## config.mk

```make
export PLATFORM = sky130hd
export DESIGN_NAME = asrc_ctrl
export DESIGN_NICKNAME = d
export VERILOG_FILES = /design/src/rtl/asrc_pkg.sv /design/src/rtl/asrc_timer.sv /design/src/rtl/asrc_ctrl.sv
export SDC_FILE = /design/constraint.sdc
export NUM_CORES = 1
export LEC_CHECK = 0
export BUFFER_PORTS_ARGS = -buffer_cell sky130_fd_sc_hd__buf_2
export CAP_MARGIN = 40
export CORE_UTILIZATION = 40
export CTS_CLUSTER_SIZE = 28
export DETAILED_ROUTE_END_ITERATION = 16
export PLACE_DENSITY = 0.66
export SLEW_MARGIN = 10
export SYNTH_ARGS = -nofsm -noshare
export SYNTH_HDL_FRONTEND = slang
export SYNTH_SLANG_ARGS = --single-unit
```

## constraint.sdc

```tcl
create_clock -name REF_CLK -period 3.2 [get_ports REF_CLK]
set_input_delay 0.8 -clock REF_CLK [delete_from_list [all_inputs] [get_ports REF_CLK]]
set_output_delay 0.8 -clock REF_CLK [all_outputs]
set_load 0.005 [all_outputs]
```

## src/rtl/asrc_pkg.sv

```systemverilog
/*
 Package for the asynchronous static RAM host controller: pin timing
 constants, state enumeration and carrier structs.
 Assumes a single 20 MHz clock and an attached 256K x 16 static RAM.
*/
// Function
// - Write only while select and strobe low
// - Data valid 6 ns before end
// - Strobe-ended write spans turn-off plus set-up
// - Address held 7 ns before end
// - Address valid before write starts
// - Byte enables low 7 ns before end
// - Write strobe high during reads
// - Wait 100 us after power-up
// - Deselect and hold high in retention
package asrc_pkg;

   // ------------------------------------------------------------
   // Widths and timing
   // ------------------------------------------------------------
   localparam int ADDR_W = 18;
   localparam int DATA_W = 16;
   localparam int CLK_PERIOD_PS = 50000;
   localparam int T_AA_PS = 10000;
   localparam int T_SD_PS = 6000;
   localparam int T_HZWE_PS = 5000;
   localparam int T_PWE_PS = 7000;
   localparam int T_WC_PS = 10000;
   localparam int T_POWER_US = 100;
   // Least times round up, never below one cycle.
   localparam int RD_CYC =
      (T_AA_PS + CLK_PERIOD_PS - 1) / CLK_PERIOD_PS + 1;
   localparam int WR_CYC =
      (T_HZWE_PS + T_SD_PS + CLK_PERIOD_PS - 1) / CLK_PERIOD_PS;
   localparam int PWE_CYC = (T_PWE_PS + CLK_PERIOD_PS - 1) / CLK_PERIOD_PS;
   localparam int GAP_CYC = (T_WC_PS + CLK_PERIOD_PS - 1) / CLK_PERIOD_PS;
   localparam int POWER_CYC =
      (T_POWER_US * 1000000 + CLK_PERIOD_PS - 1) / CLK_PERIOD_PS;
   localparam int CNT_W = 12;

   // ------------------------------------------------------------
   // Types
   // ------------------------------------------------------------
   typedef enum logic [2:0] {
      ST_POWER, ST_IDLE, ST_SETUP, ST_WRITE, ST_READ, ST_GAP, ST_RETAIN
   } asrc_state_type;

   typedef struct packed {
      logic              write;
      logic [1:0]        lane_n;
      logic [ADDR_W-1:0] addr;
      logic [DATA_W-1:0] wdata;
   } asrc_req_type;

   typedef struct packed {
      logic              sel_n;
      logic              oe_n;
      logic              we_n;
      logic              low_byte_lane_enable_n;
      logic              high_byte_lane_enable_n;
      logic [ADDR_W-1:0] addr;
   } asrc_pins_type;

endpackage : asrc_pkg

```

## src/rtl/asrc_timer.sv

```systemverilog
/*
 Down counter for the controller's phase lengths.
 Assumes load and count come from logic on the same clock.
*/
module asrc_timer (
   // Clock and reset
   input  wire logic                     clk,
   input  wire logic                     rst_n,
   // Control
   input  wire logic                     load,
   input  wire logic [asrc_pkg::CNT_W-1:0] value,
   // Status
   output logic                          done
);
   logic [asrc_pkg::CNT_W-1:0] cnt_r;

   always_ff @(posedge clk or negedge rst_n) begin
      if (!rst_n) begin
         cnt_r <= '0;
      end else if (load) begin
         cnt_r <= value;
      end else if (cnt_r != '0) begin
         cnt_r <= cnt_r - 1'b1;
      end
   end

   // Done must not look at load, since the sequencer loads on done.
   assign done = (cnt_r == '0);
endmodule : asrc_timer

```

## src/rtl/asrc_ctrl.sv

```systemverilog
/*
 Host controller for an asynchronous 256K x 16 static RAM with byte lanes.
 Assumes the user port is on REF_CLK and the RAM pins connect directly.
 The data bus is split into input, output and an active-low output enable.
*/
module asrc_ctrl (
   // Clock and reset
   input  wire logic                        REF_CLK,
   input  wire logic                        RSTN,
   // User request
   input  wire logic                        REQ_VALID,
   output logic                             REQ_READY,
   input  wire asrc_pkg::asrc_req_type      REQ,
   output logic                             RD_VALID,
   output logic [asrc_pkg::DATA_W-1:0]      RD_DATA,
   input  wire logic                        RETAIN,
   output logic                             RETAINED,
   // Memory pins
   output asrc_pkg::asrc_pins_type          MEM,
   input  wire logic [asrc_pkg::DATA_W-1:0] DQ_IN,
   output logic [asrc_pkg::DATA_W-1:0]      DQ_OUT,
   output logic                             DQ_OE_N
);
   asrc_pkg::asrc_state_type   state_r;
   asrc_pkg::asrc_state_type   state_nxt;
   asrc_pkg::asrc_req_type     req_r;
   logic [asrc_pkg::DATA_W-1:0] dq_s1_r;
   logic [asrc_pkg::DATA_W-1:0] dq_s2_r;
   logic [asrc_pkg::DATA_W-1:0] dq_s3_r;
   logic [21:0]                power_cnt_r;
   logic                       t_load;
   logic [asrc_pkg::CNT_W-1:0] t_value;
   logic                       t_done;

   asrc_timer u_timer (
      .clk   (REF_CLK),
      .rst_n (RSTN),
      .load  (t_load),
      .value (t_value),
      .done  (t_done)
   );

   // ------------------------------------------------------------
   // Power-up wait
   // ------------------------------------------------------------
   // The wait would fit the 12-bit phase timer, but it has its own 22-bit count.
   always_ff @(posedge REF_CLK or negedge RSTN) begin
      if (!RSTN) begin
         power_cnt_r <= 22'(asrc_pkg::POWER_CYC);
      end else if (power_cnt_r != '0) begin
         power_cnt_r <= power_cnt_r - 1'b1;
      end
   end

   // ------------------------------------------------------------
   // Sequencer
   // ------------------------------------------------------------
   always_comb begin
      state_nxt = state_r;
      t_load = 1'b0;
      t_value = '0;
      unique case (state_r)
         asrc_pkg::ST_POWER: begin
            if (power_cnt_r == '0) begin
               state_nxt = asrc_pkg::ST_IDLE;
            end
         end
         asrc_pkg::ST_IDLE: begin
            if (RETAIN) begin
               state_nxt = asrc_pkg::ST_RETAIN;
            end else if (REQ_VALID) begin
               // Address and data settle one cycle before strobes fall.
               state_nxt = asrc_pkg::ST_SETUP;
            end
         end
         asrc_pkg::ST_SETUP: begin
            t_load = 1'b1;
            if (req_r.write) begin
               state_nxt = asrc_pkg::ST_WRITE;
               t_value = asrc_pkg::CNT_W'(asrc_pkg::WR_CYC
                         + asrc_pkg::PWE_CYC - 1);
            end else begin
               state_nxt = asrc_pkg::ST_READ;
               t_value = asrc_pkg::CNT_W'(asrc_pkg::RD_CYC + 2);
            end
         end
         asrc_pkg::ST_WRITE, asrc_pkg::ST_READ: begin
            if (t_done) begin
               t_load = 1'b1;
               t_value = asrc_pkg::CNT_W'(asrc_pkg::GAP_CYC - 1);
               state_nxt = asrc_pkg::ST_GAP;
            end
         end
         asrc_pkg::ST_GAP: begin
            if (t_done) begin
               state_nxt = asrc_pkg::ST_IDLE;
            end
         end
         asrc_pkg::ST_RETAIN: begin
            if (!RETAIN) begin
               state_nxt = asrc_pkg::ST_IDLE;
            end
         end
      endcase
   end

   always_ff @(posedge REF_CLK or negedge RSTN) begin
      if (!RSTN) begin
         state_r <= asrc_pkg::ST_POWER;
      end else begin
         state_r <= state_nxt;
      end
   end

   assign REQ_READY = (state_r == asrc_pkg::ST_IDLE) && !RETAIN;
   assign RETAINED = (state_r == asrc_pkg::ST_RETAIN);

   // ------------------------------------------------------------
   // Request capture
   // ------------------------------------------------------------
   always_ff @(posedge REF_CLK or negedge RSTN) begin
      if (!RSTN) begin
         req_r <= '0;
      end else if (REQ_VALID && REQ_READY) begin
         req_r <= REQ;
      end
   end

   // ------------------------------------------------------------
   // Pin drive
   // ------------------------------------------------------------
   // All pins come from flip-flops so no glitch can open a write.
   always_ff @(posedge REF_CLK or negedge RSTN) begin
      if (!RSTN) begin
         MEM <= '{sel_n: 1'b1, oe_n: 1'b1, we_n: 1'b1,
                  low_byte_lane_enable_n: 1'b1,
                  high_byte_lane_enable_n: 1'b1, addr: '0};
         DQ_OUT <= '0;
         DQ_OE_N <= 1'b1;
      end else begin
         // Address and data go out at the take, a cycle before strobes.
         if (REQ_VALID && REQ_READY) begin
            MEM.addr <= REQ.addr;
            DQ_OUT <= REQ.wdata;
         end
         // Select and strobe fall and rise together at the write bounds.
         MEM.sel_n <= !(state_nxt == asrc_pkg::ST_WRITE
                     || state_nxt == asrc_pkg::ST_READ);
         MEM.we_n <= !(state_nxt == asrc_pkg::ST_WRITE);
         MEM.oe_n <= !(state_nxt == asrc_pkg::ST_READ);
         MEM.low_byte_lane_enable_n <= !((state_nxt == asrc_pkg::ST_WRITE
            || state_nxt == asrc_pkg::ST_READ) && !req_r.lane_n[0]);
         MEM.high_byte_lane_enable_n <= !((state_nxt == asrc_pkg::ST_WRITE
            || state_nxt == asrc_pkg::ST_READ) && !req_r.lane_n[1]);
         // Data stays driven through the gap, covering hold after the end.
         DQ_OE_N <= !(state_nxt == asrc_pkg::ST_WRITE
                   || (state_nxt == asrc_pkg::ST_GAP && req_r.write)
                   || (state_nxt == asrc_pkg::ST_SETUP && REQ.write
                       && state_r == asrc_pkg::ST_IDLE));
      end
   end

   // ------------------------------------------------------------
   // Read capture
   // ------------------------------------------------------------
   // Three flops on the pins; sampling at the read's last cycle is
   // far beyond every access time, so the agreeing flops are read.
   always_ff @(posedge REF_CLK or negedge RSTN) begin
      if (!RSTN) begin
         dq_s1_r <= '0;
         dq_s2_r <= '0;
         dq_s3_r <= '0;
      end else begin
         dq_s1_r <= DQ_IN;
         dq_s2_r <= dq_s1_r;
         dq_s3_r <= dq_s2_r;
      end
   end

   always_ff @(posedge REF_CLK or negedge RSTN) begin
      if (!RSTN) begin
         RD_VALID <= 1'b0;
         RD_DATA <= '0;
      end else begin
         RD_VALID <= (state_r == asrc_pkg::ST_READ) && t_done
                     && (dq_s2_r == dq_s3_r);
         if ((state_r == asrc_pkg::ST_READ) && t_done) begin
            // Disabled lanes float, so they read back as zero.
            RD_DATA <= {req_r.lane_n[1] ? 8'h00 : dq_s3_r[15:8],
                        req_r.lane_n[0] ? 8'h00 : dq_s3_r[7:0]};
         end
      end
   end

   // ------------------------------------------------------------
   // Checks
   // ------------------------------------------------------------
   a_we_needs_sel: assert property (
      @(posedge REF_CLK) disable iff (!RSTN)
      !MEM.we_n |-> !MEM.sel_n)
      else $error("strobe low while deselected");
   a_read_we_high: assert property (
      @(posedge REF_CLK) disable iff (!RSTN)
      !MEM.oe_n |-> MEM.we_n)
      else $error("strobe low in read");
   a_data_hold: assert property (
      @(posedge REF_CLK) disable iff (!RSTN)
      $rose(MEM.we_n) |-> !DQ_OE_N && $stable(DQ_OUT))
      else $error("data not held at write end");
   a_addr_stable: assert property (
      @(posedge REF_CLK) disable iff (!RSTN)
      !MEM.sel_n && !$rose(MEM.sel_n) |=> $stable(MEM.addr) || MEM.sel_n)
      else $error("address moved in access");
   a_addr_lead: assert property (
      @(posedge REF_CLK) disable iff (!RSTN)
      $fell(MEM.sel_n) |-> $stable(MEM.addr))
      else $error("address changed at start");
   // Two cycles is the write phase that the least times give at this clock.
   a_write_len: assert property (
      @(posedge REF_CLK) disable iff (!RSTN)
      $fell(MEM.we_n) |-> !MEM.we_n [*2])
      else $error("write too short");
   a_lane_write: assert property (
      @(posedge REF_CLK) disable iff (!RSTN)
      !MEM.we_n |-> {MEM.high_byte_lane_enable_n,
                     MEM.low_byte_lane_enable_n} == req_r.lane_n)
      else $error("lane enable off in write");
   a_power_wait: assert property (
      @(posedge REF_CLK) disable iff (!RSTN)
      power_cnt_r != '0 |-> MEM.sel_n)
      else $error("access before power");
   a_retain_desel: assert property (
      @(posedge REF_CLK) disable iff (!RSTN)
      RETAINED |-> MEM.sel_n && DQ_OE_N)
      else $error("selected in retention");
   a_gap_desel: assert property (
      @(posedge REF_CLK) disable iff (!RSTN)
      $rose(MEM.sel_n) |=> MEM.sel_n)
      else $error("no gap between cycles");
endmodule : asrc_ctrl

```

==> out/summary.txt <==
Util after Layout -> 50.8%
Clock Sinks -> 145
Clk slew on worst S/H paths -> 0.06 ns
R2R Setup Slk -> 0.57 ns
Fillcell total -> 1,222
First-pass DRT Iterations -> 6
Peak supply drop -> 0.000534 V
Hold WC Path Type -> reg -> reg
Die W -> 121 um
Commonest non-fill, non-tap cells in the layout -> dfrtp_1, buf_2, mux2_2, nand2_1, xor2_1
Worst rel slew slack -> 60.6%
Max cap viols -> 0
H-tree levels -> 4
Inserted Diodes -> 0
Total number of vias -> 3,654
Hold Crit Start -> dq_s1_r[9]
Synth Flop Type -> dfrtp_1
FF-to-FF Start -> u_timer.cnt_r[0]
Design area -> 0.00706 mm2
Net count after synthesis -> 495
Drt total wl -> 11.1 mm
Routed vias/inst -> 4.81
Antenna viol nets, final -> 0
Total gr overflow -> 0
Input/output buffers -> 115
Final Net Count -> 625
Setup TNS Final -> 0 ns
Most common cell after layout, fill and taps aside -> dfrtp_1
Largest net degree at the start of global routing -> 66
Startpoint types -> flop
Worst Tran Pin Value -> 0.587 ns
Syn Std Cell Area -> 0.00568 mm2
CTS tree -> done
Clock skew -> 0.00922 ns
Fmax -> 364 MHz
Synth cell types -> 54
Global-route wire length before repair -> 19.0 mm
Synth Warn # -> 0
Synth Instances -> 436
DRT iter0 DRCs -> 135
Fraction of layout cells with a size suffix above 1 -> 37.5%
CTS max path bufs -> 2
# DRC -> 0
CORE AREA -> 0.0139 mm2
Die Ht -> 121 um
Worst skew pair latency -> 0.42 ns
CTS root buf -> clkbuf_16
Die area -> 0.0147 mm2
Pleak -> 3.36 nW
Post-DP HPWL -> 7.91 mm
R2R Path End -> DQ_OE_N
Arrival @ worst endpoint -> 1.95 ns
WHS Endpoint -> dq_s2_r[9]
WL per Instance -> 14.6 um
Synth Area per Inst -> 13.0 um2
Final Hold Vio Count -> 0
Critical path peak fanout -> 17
Critical Path Sink Type -> output pin
RSZ-0062 raised after global routing -> no
Dpl cells -> 727
Synth-to-layout area growth -> 24.3%
PostCTS Resize Cnt -> 0
Async SR Flop Fraction -> 100%
PwrDens -> 841 mW/mm2
Initial core utilization -> 40.9%
R2R cell count -> 10
# rows -> 43
Hold Buf Count CTS -> 0
Sequential area share after synthesis -> 64.1%
Outcome -> finished clean
Post-CTS setup buffer count -> 0
Setup CP Type -> reg -> out
Worst hold stages -> 0
Post-synth EDFFs -> 0
Antenna violations before repair -> 0
# setup viols final -> 0
Minimum clock period -> 2.75 ns
Hold WS -> 0.349 ns
Layout Cells excl Fill -> 759
Total global routing track utilization -> 17.1%
Period Utilization, post-route -> 85.9%
Cell Area, Placed -> 0.00649 mm2
Io pins -> 116
Vias in the first global route -> 3,811
Critical path data required time -> 2.40 ns
Flip-flop and latch count after synthesis -> 145
Total CTS buffers -> 17
Final slew viol count -> 0
Routability cong. -> 0.779
[metrics by stage]
step	setup WS (ns)	total power [mW]
finish	0.453	5.93
global route	0.288	6.28
floorplan	0.900	3.47
global placement	0.756	4.05
detailed placement	0.610	4.10
CTS	0.407	6.01
[sequential cells by signal, summed over array words and instances (netlist names)]
signal and count:
RD_DATA 16, RD_VALID 1, DQ_OE_N 1, u_timer.cnt_r 12, dq_s3_r 16, MEM 23, DQ_OUT 16, state_r 3
req_r 3, dq_s2_r 16, dq_s1_r 16, power_cnt_r 22
[how the worst max path moves through the flow]
stage	from	end	slack, ns	cells after the start
3_3_place_gp	power_cnt_r[16]	DQ_OE_N	0.76	6
6_report	state_r[0]	REQ_READY	0.45	4
2_1_floorplan	power_cnt_r[16]	DQ_OE_N	0.90	7
3_5_place_dp	u_timer.cnt_r[0]	DQ_OE_N	0.61	10
4_1_cts	state_r[0]	REQ_READY	0.41	4
5_1_grt	state_r[0]	REQ_READY	0.29	4
[worst max-delay path: stages, from the launching register on]
cell	delay, ns
dfrtp_1	0.65
nor2b_1	0.28
nor2b_1	0.24
nor2b_1	0.21
buf_2	0.14
[cell usage after synthesis (6+ instances only)]
cell type	number	area, um2
a21oi_1	6	30.0
clkbuf_1	10	37.5
dfrtp_1	133	3330
dfstp_2	12	315
inv_1	7	26.3
mux2_2	37	417
nand2_1	35	131
nand2b_1	20	125
nand3_1	7	35.0
nor2_1	22	82.6
nor3_1	11	55.1
nor4_1	7	43.8
o21ai_0	24	120
or3_1	6	37.5
xnor2_1	12	105
xor2_1	28	245
[power by group]
| group | leakage (nW) | internal (mW) | switching (mW) | total (mW) |
|---|---|---|---|---|
| registers | 1.74 | 2.31 | 0.371 | 2.68 |
| clock network | 0.271 | 1.14 | 0.737 | 1.88 |
| logic | 1.35 | 0.757 | 0.616 | 1.37 |
[cells by family (layout without fill, tap and decap cells)]
group / count (synthesis) / count (layout) / share of synthesized area [%]
AO/OA/AOI/OAI: 49 / 49 / 5.75
XOR/XNOR: 40 / 40 / 6.17
adder cells (fa/ha/maj): 2 / 2 / 0.440
buffers and inverters: 20 / 163 / 1.48
flip-flops: 145 / 145 / 64.1
multiplexers: 38 / 38 / 7.51
AND/OR/NAND/NOR: 142 / 142 / 14.5
[routing by layer]
layer  GRT usage [%]  up-vias  wire length, um
met3            5.26       20              652
met5               0        -                0
met2            25.3      111             5080
met1            22.8     1765             5130
met4            8.56        0              253
li1                -     1758                -
[final cells by class]
| class | instances | area (um2) | share of cell area, % |
|---|---|---|---|
| inverters | 8 | 30.0 | 0.425 |
| repair buffers | 123 | 642 | 9.09 |
| flip-flops and latches | 145 | 3640 | 51.6 |
| clock buffers | 26 | 489 | 6.93 |
| clock inverters | 6 | 75.1 | 1.06 |
| multi-input cells | 271 | 1950 | 27.7 |
| well taps | 180 | 225 | 3.19 |
No activity file was read; power rests on OpenSTA's default activity.
